## src/ssp_params.svh

```systemverilog
// Constants for the set-up switch policy block
// Overview of operation
// - Echo switch at 0 returns every received serial character.
// - Echo switch at 1 returns no received characters.
// - Pause-clear at 1 outside input mode three: grounded trigger acts as a continue command.
// - Setting one trigger-role switch clears the other two, registration and resume.
// - Stop-line at 1 in input modes one and two: trigger acts as stop.
// - Input mode three: trigger is always a stop input.
// - Stop input grounded: abort sequence, decelerate move with last acceleration.
// - Strobe at 1 in input modes one and two: run selected sequence after trigger held scan time, released.
// - Limit-buffer at 0: limit hit discards all pending buffered commands.
// - Limit-buffer at 1: abort limited move, keep buffer, continue.
// - Stop-buffer at 0: serial or input stop clears the command buffer.
// - Stop-buffer at 1: stop halts current move only, buffer continues.
// - Scan time 1 to 200 ms, default 12, debounces sequence inputs.
`ifndef SSP_PARAMS_SVH
`define SSP_PARAMS_SVH
// ==========================================
// Switch command codes
`define SSP_CMD_W 4
`define SSP_CMD_ECHO 4'h0
`define SSP_CMD_PAUSE_CLR 4'h1
`define SSP_CMD_STOP_LINE 4'h2
`define SSP_CMD_STROBE 4'h3
`define SSP_CMD_LIMIT_BUF 4'h4
`define SSP_CMD_STOP_BUF 4'h5
`define SSP_CMD_REGISTRATION 4'h6
`define SSP_CMD_RESUME 4'h7
`define SSP_CMD_SCAN 4'h8
`define SSP_CMD_MODE 4'h9
// ==========================================
// Register offsets (byte addresses)
`define SSP_REG_SWITCHES 4'h0
`define SSP_REG_SCAN 4'h4
`define SSP_REG_MODE 4'h8
`define SSP_REG_STATUS 4'hc
// Switch bit positions
`define SSP_BIT_ECHO 0
`define SSP_BIT_PAUSE_CLR 1
`define SSP_BIT_STOP_LINE 2
`define SSP_BIT_STROBE 3
`define SSP_BIT_LIMIT_BUF 4
`define SSP_BIT_STOP_BUF 5
`define SSP_BIT_REGISTRATION 6
`define SSP_BIT_RESUME 7
// ==========================================
// Reset values and timing
`define SSP_SW_RESET 8'h00
`define SSP_SCAN_MIN_MS 8'h01
`define SSP_SCAN_MAX_MS 8'hc8
`define SSP_SCAN_DEF_MS 8'h0c
`define SSP_MODE_DEF 2'h1
`define SSP_MS_NS 1000000
`define SSP_CLK_NS 4
`define SSP_CYC_PER_MS (`SSP_MS_NS / `SSP_CLK_NS)
`endif

```

## src/ssp_pkg.sv

```systemverilog
// Types for the set-up switch policy block
package ssp_pkg;
	typedef enum logic [1:0] {
		SSP_TRIG_IDLE,
		SSP_TRIG_LOW,
		SSP_TRIG_HELD
	} ssp_trig_e;
	typedef logic [7:0] ssp_byte_t;
endpackage

```

## src/ssp_msec_tick.sv

```systemverilog
// Millisecond tick generator
`timescale 1ns/100ps
`include "ssp_params.svh"
module ssp_msec_tick #(
	parameter int CYC_PER_MS = `SSP_CYC_PER_MS
) (
	// Clock and control
	input wire logic clk,
	input wire logic reset,
	input wire logic ce,
	input wire logic restart,
	// Tick out
	output logic tick
);
	logic [17:0] cnt_q;

	always_ff @(posedge clk) begin
		if (reset || (ce && restart)) begin
			cnt_q <= 18'h0;
			tick <= 1'b0;
		end else if (ce) begin
			if (cnt_q == 18'(CYC_PER_MS - 1)) begin
				cnt_q <= 18'h0;
				tick <= 1'b1;
			end else begin
				cnt_q <= cnt_q + 18'h1;
				tick <= 1'b0;
			end
		end
	end
endmodule

```

## src/ssp_switch_policy.sv

```systemverilog
// Set-up switch policy: echo, trigger role, buffer handling on limit and stop
//
// Added by the designer: the address map and the strobed register port.
`timescale 1ns/100ps
`include "ssp_params.svh"
module ssp_switch_policy #(
	parameter int CYC_PER_MS = `SSP_CYC_PER_MS
) (
	// Clock, reset, enable
	input wire logic CLK,
	input wire logic RESET,
	input wire logic CE,
	// Received serial characters
	input wire ssp_pkg::ssp_byte_t RX_DATA,
	input wire logic RX_VALID,
	// Echo transmit
	output ssp_pkg::ssp_byte_t TX_DATA,
	output logic TX_VALID,
	// Set-up commands from the command buffer, in buffer order
	input wire logic CMD_VALID,
	input wire logic [`SSP_CMD_W-1:0] CMD_CODE,
	input wire ssp_pkg::ssp_byte_t CMD_ARG,
	// Events from the motion logic
	input wire logic SERIAL_STOP,
	input wire logic LIMIT_HIT,
	// Pins, first trigger input active low
	input wire logic FIRST_TRIGGER_INPUT_N,
	input wire logic [3:0] SEQ_SEL,
	// Actions
	output logic CONTINUE_PULSE,
	output logic STOP_PULSE,
	output logic ABORT_SEQ,
	output logic DECEL_STOP,
	output logic ABORT_MOVE,
	output logic FLUSH_BUFFER,
	output logic RUN_SEQ,
	output logic [3:0] RUN_SEQ_NUM,
	// Register port
	input wire logic [3:0] REG_ADDR,
	input wire logic [31:0] REG_WDATA,
	input wire logic REG_WR,
	input wire logic REG_RD,
	output logic [31:0] REG_RDATA
);
	import ssp_pkg::*;

	logic [7:0] sw_q;
	logic [7:0] scan_q;
	logic [1:0] mode_q;
	logic [1:0] trig_sync_q;
	logic [3:0] sel_s1_q;
	logic [3:0] sel_s2_q;
	logic [3:0] sel_last_q;
	logic [3:0] sel_stable_q;
	logic [7:0] sel_ms_q;
	logic [7:0] hold_ms_q;
	ssp_trig_e trig_q;
	logic trig_low;
	logic trig_fall;
	logic trig_prev_q;
	logic stop_in;
	logic strobe_role;
	logic stop_event;
	logic ms_tick;
	logic sel_restart;
	logic [7:0] wsw;
	logic [7:0] sw_next;
	logic [7:0] scan_next;
	logic [1:0] mode_next;
	logic sw_load;
	logic [7:0] wr_arg;
	logic [3:0] wr_code;

	// ==========================================
	// Pin synchronisers
	always_ff @(posedge CLK) begin
		if (RESET) begin
			trig_sync_q <= 2'h3;
			sel_s1_q <= 4'h0;
			sel_s2_q <= 4'h0;
		end else if (CE) begin
			trig_sync_q <= {trig_sync_q[0], FIRST_TRIGGER_INPUT_N};
			sel_s1_q <= SEQ_SEL;
			sel_s2_q <= sel_s1_q;
		end
	end

	assign trig_low = ~trig_sync_q[1];

	always_ff @(posedge CLK) begin
		if (RESET) begin
			trig_prev_q <= 1'b0;
		end else if (CE) begin
			trig_prev_q <= trig_low;
		end
	end

	assign trig_fall = trig_low & ~trig_prev_q;

	// ==========================================
	// Switch updates from buffer commands or register writes
	always_comb begin
		wr_code = CMD_CODE;
		wr_arg = CMD_ARG;
		sw_load = 1'b0;
		wsw = sw_q;
		sw_next = sw_q;
		scan_next = scan_q;
		mode_next = mode_q;
		if (CMD_VALID) begin
			case (wr_code)
			`SSP_CMD_ECHO: wsw[`SSP_BIT_ECHO] = wr_arg[0];
			`SSP_CMD_PAUSE_CLR: wsw[`SSP_BIT_PAUSE_CLR] = wr_arg[0];
			`SSP_CMD_STOP_LINE: wsw[`SSP_BIT_STOP_LINE] = wr_arg[0];
			`SSP_CMD_STROBE: wsw[`SSP_BIT_STROBE] = wr_arg[0];
			`SSP_CMD_LIMIT_BUF: wsw[`SSP_BIT_LIMIT_BUF] = wr_arg[0];
			`SSP_CMD_STOP_BUF: wsw[`SSP_BIT_STOP_BUF] = wr_arg[0];
			`SSP_CMD_REGISTRATION: wsw[`SSP_BIT_REGISTRATION] = wr_arg[0];
			`SSP_CMD_RESUME: wsw[`SSP_BIT_RESUME] = wr_arg[0];
			`SSP_CMD_SCAN: scan_next = wr_arg;
			`SSP_CMD_MODE: mode_next = wr_arg[1:0];
			default: wsw = sw_q;
			endcase
			sw_load = 1'b1;
		end else if (REG_WR && REG_ADDR == `SSP_REG_SWITCHES) begin
			wsw = REG_WDATA[7:0];
			sw_load = 1'b1;
		end else if (REG_WR && REG_ADDR == `SSP_REG_SCAN) begin
			scan_next = REG_WDATA[7:0];
		end else if (REG_WR && REG_ADDR == `SSP_REG_MODE) begin
			mode_next = REG_WDATA[1:0];
		end
		if (sw_load) begin
			sw_next = wsw;
			// A newly set trigger role wins; the others clear
			if (wsw[`SSP_BIT_PAUSE_CLR] && !sw_q[`SSP_BIT_PAUSE_CLR]) begin
				sw_next[`SSP_BIT_STOP_LINE] = 1'b0;
				sw_next[`SSP_BIT_STROBE] = 1'b0;
				sw_next[`SSP_BIT_REGISTRATION] = 1'b0;
				sw_next[`SSP_BIT_RESUME] = 1'b0;
			end else if (wsw[`SSP_BIT_STOP_LINE] && !sw_q[`SSP_BIT_STOP_LINE]) begin
				sw_next[`SSP_BIT_PAUSE_CLR] = 1'b0;
				sw_next[`SSP_BIT_STROBE] = 1'b0;
				sw_next[`SSP_BIT_REGISTRATION] = 1'b0;
				sw_next[`SSP_BIT_RESUME] = 1'b0;
			end else if (wsw[`SSP_BIT_STROBE] && !sw_q[`SSP_BIT_STROBE]) begin
				sw_next[`SSP_BIT_PAUSE_CLR] = 1'b0;
				sw_next[`SSP_BIT_STOP_LINE] = 1'b0;
				sw_next[`SSP_BIT_REGISTRATION] = 1'b0;
				sw_next[`SSP_BIT_RESUME] = 1'b0;
			end else if (wsw[`SSP_BIT_PAUSE_CLR] || wsw[`SSP_BIT_STOP_LINE]
					|| wsw[`SSP_BIT_STROBE]) begin
				sw_next[`SSP_BIT_REGISTRATION] = 1'b0;
				sw_next[`SSP_BIT_RESUME] = 1'b0;
			end
		end
		// Out-of-range scan times are ignored
		if (scan_next < `SSP_SCAN_MIN_MS || scan_next > `SSP_SCAN_MAX_MS) begin
			scan_next = scan_q;
		end
	end

	always_ff @(posedge CLK) begin
		if (RESET) begin
			sw_q <= `SSP_SW_RESET;
			scan_q <= `SSP_SCAN_DEF_MS;
			mode_q <= `SSP_MODE_DEF;
		end else if (CE) begin
			sw_q <= sw_next;
			scan_q <= scan_next;
			mode_q <= mode_next;
		end
	end

	// ==========================================
	// Echo
	always_ff @(posedge CLK) begin
		if (RESET) begin
			TX_DATA <= 8'h00;
			TX_VALID <= 1'b0;
		end else if (CE) begin
			TX_VALID <= RX_VALID & ~sw_q[`SSP_BIT_ECHO];
			if (RX_VALID) begin
				TX_DATA <= RX_DATA;
			end
		end
	end

	// ==========================================
	// Trigger role decode
	assign stop_in = trig_fall && (mode_q == 2'h3
		|| (sw_q[`SSP_BIT_STOP_LINE] && (mode_q == 2'h1 || mode_q == 2'h2)));
	assign strobe_role = sw_q[`SSP_BIT_STROBE] && mode_q != 2'h3
		&& (mode_q == 2'h1 || mode_q == 2'h2);
	assign stop_event = stop_in | SERIAL_STOP;

	// Millisecond time base, restarted on select change
	assign sel_restart = sel_s2_q != sel_last_q;

	ssp_msec_tick #(
		.CYC_PER_MS(CYC_PER_MS)
	) u_tick (
		.clk(CLK),
		.reset(RESET),
		.ce(CE),
		.restart(sel_restart),
		.tick(ms_tick)
	);

	// Select-input debounce
	always_ff @(posedge CLK) begin
		if (RESET) begin
			sel_last_q <= 4'h0;
			sel_stable_q <= 4'h0;
			sel_ms_q <= 8'h00;
		end else if (CE) begin
			sel_last_q <= sel_s2_q;
			if (sel_restart) begin
				sel_ms_q <= 8'h00;
			end else if (ms_tick && sel_ms_q < scan_q) begin
				sel_ms_q <= sel_ms_q + 8'h01;
			end else if (sel_ms_q >= scan_q) begin
				sel_stable_q <= sel_last_q;
			end
		end
	end

	// Strobe: hold low for scan time then release
	always_ff @(posedge CLK) begin
		if (RESET) begin
			trig_q <= SSP_TRIG_IDLE;
			hold_ms_q <= 8'h00;
		end else if (CE) begin
			case (trig_q)
			SSP_TRIG_IDLE: begin
				hold_ms_q <= 8'h00;
				if (strobe_role && trig_low) begin
					trig_q <= SSP_TRIG_LOW;
				end
			end
			SSP_TRIG_LOW: begin
				if (!trig_low) begin
					trig_q <= SSP_TRIG_IDLE;
				end else if (ms_tick && hold_ms_q >= scan_q) begin
					// Extra tick: first tick may fall early in the hold
					trig_q <= SSP_TRIG_HELD;
				end else if (ms_tick) begin
					hold_ms_q <= hold_ms_q + 8'h01;
				end
			end
			SSP_TRIG_HELD: begin
				if (!trig_low) begin
					trig_q <= SSP_TRIG_IDLE;
				end
			end
			default: trig_q <= SSP_TRIG_IDLE;
			endcase
		end
	end

	// ==========================================
	// Actions
	always_ff @(posedge CLK) begin
		if (RESET) begin
			CONTINUE_PULSE <= 1'b0;
			STOP_PULSE <= 1'b0;
			ABORT_SEQ <= 1'b0;
			DECEL_STOP <= 1'b0;
			ABORT_MOVE <= 1'b0;
			FLUSH_BUFFER <= 1'b0;
			RUN_SEQ <= 1'b0;
			RUN_SEQ_NUM <= 4'h0;
		end else if (CE) begin
			CONTINUE_PULSE <= trig_fall & sw_q[`SSP_BIT_PAUSE_CLR]
				& (mode_q != 2'h3);
			STOP_PULSE <= stop_event;
			ABORT_SEQ <= stop_in;
			DECEL_STOP <= stop_event;
			ABORT_MOVE <= LIMIT_HIT;
			FLUSH_BUFFER <= (LIMIT_HIT & ~sw_q[`SSP_BIT_LIMIT_BUF])
				| (stop_event & ~sw_q[`SSP_BIT_STOP_BUF]);
			RUN_SEQ <= (trig_q == SSP_TRIG_HELD) && !trig_low;
			if ((trig_q == SSP_TRIG_HELD) && !trig_low) begin
				RUN_SEQ_NUM <= sel_stable_q;
			end
		end
	end

	// ==========================================
	// Register read
	always_ff @(posedge CLK) begin
		if (RESET) begin
			REG_RDATA <= 32'h0;
		end else if (CE) begin
			REG_RDATA <= 32'h0;
			if (REG_RD) begin
				case (REG_ADDR)
				`SSP_REG_SWITCHES: REG_RDATA <= {24'h0, sw_q};
				`SSP_REG_SCAN: REG_RDATA <= {24'h0, scan_q};
				`SSP_REG_MODE: REG_RDATA <= {30'h0, mode_q};
				`SSP_REG_STATUS: REG_RDATA <= {24'h0, sel_stable_q, 1'b0, trig_low,
					trig_q == SSP_TRIG_HELD, trig_q == SSP_TRIG_LOW};
				default: REG_RDATA <= 32'h0;
				endcase
			end
		end
	end
endmodule

```

## config.mk

```make
export PLATFORM = sky130hd
export DESIGN_NAME = ssp_switch_policy
export DESIGN_NICKNAME = d
export VERILOG_FILES = /design/src/ssp_pkg.sv /design/src/ssp_msec_tick.sv /design/src/ssp_switch_policy.sv
export VERILOG_INCLUDE_DIRS = /design/src /design/src/src
export SDC_FILE = /design/constraint.sdc
export NUM_CORES = 1
export LEC_CHECK = 0
export ABC_AREA = 1
export BUFFER_PORTS_ARGS = -buffer_cell sky130_fd_sc_hd__clkbuf_2
export CORE_MARGIN = 2
export CORE_UTILIZATION = 50
export DETAILED_ROUTE_END_ITERATION = 16
export HOLD_SLACK_MARGIN = 0.12
export PLACE_DENSITY = 0.74
export SYNTH_ARGS = -nofsm -noshare
export SYNTH_HDL_FRONTEND = slang
export SYNTH_SLANG_ARGS = --single-unit
```

## constraint.sdc

```tcl
create_clock -name CLK -period 2.5 [get_ports CLK]
set_input_delay 0.375 -clock CLK [delete_from_list [all_inputs] [get_ports CLK]]
set_output_delay 0.375 -clock CLK [all_outputs]
set_load 0.02 [all_outputs]
```

==> metrics.md <==
| Metric | Value |
|---|---|
| Status | complete, no violations |
| R2r setup slk | 0.30 ns |
| # Max-Cap Violations | 0 |
| Vias/cell | 5.25 |
| Worst setup path class | register to register |
| Asr flop ratio synth | 0% |
| WHS Path Cells | 3 |
| HP Class | primary input to register |
| Vias in the first global route | 5032 |
| Crit path required time | 2.79 ns |
| Reg2reg end | sel_ms_q[3] |
| Layout cells sized above 1 | 11.9% |
| Chip Width | 111 microns |
| CP arrival | 2.49 ns |
| Register-to-Register Path Depth | 11 |
| Post-Route Setup TNS | 0 ns |
| P_leak | 0.00289 uW |
| Avg Cell Area, Syn | 6.67 sq um |
| Reg2reg start | scan_q[5] |
| Setup WS pre-CTS | 0.297 ns |
| Post_cts resized | 0 |
| Critical path launch point type | register |
| Main synth FF type | dfxtp_1 |
| Unrepaired setup endpoints after global routing | false |
| Synth Cell Area | 5690 sq um |
| Library cells used by synthesis | 38 |
| Drt wl/cell | 13.2 microns |
| Routability Congestion | 0.895 |
| H-tree depth | 3 |
| Hold slack | 0.239 ns |
| Slack of the critical path | 0.300 ns |
| Post-Synthesis Cells | 852 |
| Hold Fails Final Rpt | 0 |
| All-layer global routing usage | 23.3% |
| Synthesis-stage register bit count | 101 |
| Setup violations, final | 0 |
| Dominant cells by area after synthesis | dfxtp_1 (36%), nand2_1 (12%), nor2_1 (8.9%), nand3_1 (6.0%), inv_1 (5.2%) |
| Area occupied by multi-input gates | 3130 sq um |
| DR pass1 iterations | 5 |
| Hold_buf cts | 0 |
| Commonest non-fill, non-tap cell in the layout | nand2_1 |
| Core footprint | 11000 sq um |
| Skew-Pair Late Insertion Delay | 0.35 ns |
| Vias | 5584 |
| Area Overhead vs Synth | 12.6% |
| TritonCTS clock tree | built |
| Reg area | 2020 sq um |
| DRC | 0 |
| Die area | 12200 sq um |
| ANT nets after route | 0 |
| Ant diodes | 0 |
| Total setup buffers inserted after CTS | 0 |
| Fill count | 1083 |
| PwrDens | 578 nW/um^2 |
| Yosys top cell area share | 35.6% |
| Fmax achieved | 0.455 GHz |
| Maximum VDD drop | 0.000745 V |
| Drt total wl | 14000 microns |
| Area leader, netlist | dfxtp_1 |
| Starting DRT DRC Count | 463 |
| Die H | 111 microns |
| CP Capture Type | register |
| Detailed placer's ending HPWL | 10500 microns |
| Utilization after layout | 58.3% |
| Post-synth EDFFs | 0 |
| Highest-count cells in the layout ignoring fill and taps | nand2_1 (179), nor2_1 (135), dfxtp_1 (101) |
| Hold Crit Endpoint | trig_sync_q[0] |
| Period Utilization, post-route | 88.0% |
| CTS root buf | clkbuf_16 |
| Fin crit period | 2.20 ns |
| Hold Crit Start | FIRST_TRIGGER_INPUT_N |
| Clock Path Buffers | 2 |
| Initial Util | 51.8% |
| Worst clock skew | 0.00711 ns |
| Slew Limit Fails | 0 |
| Fin nets | 1009 |
| Num CTS Buffers | 9 |
| Crit-path max FO | 11 |
| Slew @ Worst Pin | 0.518 ns |
| I/O pin count | 122 |
| Largest net degree at the start of global routing | 42 |
| Synth warnings | 0 |
| Rows | 38 |
| Register area share after synthesis | 35.6% |
| Port Buffers | 73 |
| Grt ovf | 0 |
| Headroom to the max-slew limit | 65.4% |
| Initial antenna violation count | 0 |
| CTS Sinks | 101 |
| Worst-path clk slew | 0.07 ns |
| First-pass GRT wire length | 23600 microns |
## critical path, cell delays in order, from the launching register on
cell	delay, ns
dfxtp_1	0.39
inv_1	0.11
ha_1	0.32
a21oi_1	0.14
nor2_1	0.05
a211oi_1	0.25
nand3_1	0.11
nand2_1	0.09
nand2_1	0.21
inv_1	0.24
nand3_1	0.09
a21oi_1	0.14
## report_power, final
group	switching, uW	internal (uW)	total [uW]
Clock	614	810	1420
Combinational	380	178	558
Sequential	51.9	1670	1720
## flip-flops by register name, summed over array words and instances, names as in the netlist, 2 cells and up
name,count
REG_RDATA,8
RUN_SEQ_NUM,4
TX_DATA,8
hold_ms_q,8
mode_q,2
scan_q,8
sel_last_q,4
sel_ms_q,8
sel_s1_q,4
sel_s2_q,4
sel_stable_q,4
sw_q,8
trig_q,2
trig_sync_q,2
u_tick.cnt_q,18
## through the flow
| step | instance area, sq um | std cells | total power [uW] |
|---|---|---|---|
| CTS | 6400 | 1064 | 3720 |
| finish | 6400 | 1064 | 3700 |
| global placement | 6100 | 1048 | 2300 |
| floorplan | 5770 | 875 | 2170 |
| global route | 6400 | 1064 | 3890 |
| detailed placement | 6100 | 1048 | 2310 |
## Yosys cell counts, types with 4 or more instances
| master | instances |
|---|---|
| a21oi_1 | 56 |
| buf_2 | 5 |
| buf_4 | 29 |
| clkbuf_1 | 13 |
| dfxtp_1 | 101 |
| ha_1 | 20 |
| inv_1 | 79 |
| nand2_1 | 179 |
| nand3_1 | 68 |
| nand4_1 | 23 |
| nor2_1 | 135 |
| nor2_4 | 5 |
| nor3_1 | 21 |
| nor4_1 | 4 |
| o211ai_1 | 7 |
| o21ai_0 | 59 |
| xor2_1 | 11 |
## logic make-up after synthesis
| family | after synthesis | share of synthesized area, % |
|---|---|---|
| other | 1 | 0.0659 |
| AO/OA/AOI/OAI | 141 | 13.7 |
| buffers and inverters | 134 | 10.9 |
| XOR/XNOR | 14 | 2.16 |
| AND/OR/NAND/NOR | 441 | 33.2 |
| flip-flops | 101 | 35.6 |
| adder cells (fa/ha/maj) | 20 | 4.40 |
## metal layers
layer	track usage, %	vias up	wire, microns
met1	31.3	2508	6700
met3	5.71	12	802
met2	36.8	162	6340
met4	7.58	0	175
li1	-	2902	-
met5	0	-	0
## worst max-delay path by stage
stage | to | slack (ns) | start
CTS | sel_ms_q[3] | 0.27 | scan_q[5]
floorplan | sel_ms_q[3] | 0.62 | scan_q[5]
global placement | sel_ms_q[3] | 0.33 | scan_q[5]
finish | sel_ms_q[3] | 0.30 | scan_q[5]
global route | sel_ms_q[2] | 0.04 | scan_q[5]
detailed placement | sel_ms_q[3] | 0.30 | scan_q[5]
## layout make-up
type,count,area share [%]
clock inverters,4,0.860
flip-flops and latches,101,31.6
multi-input cells,640,48.9
well taps,140,2.74
inverters,83,4.87
repair buffers,84,7.19
clock buffers,12,3.85
Note: power is estimated with default switching activity, not from simulation.
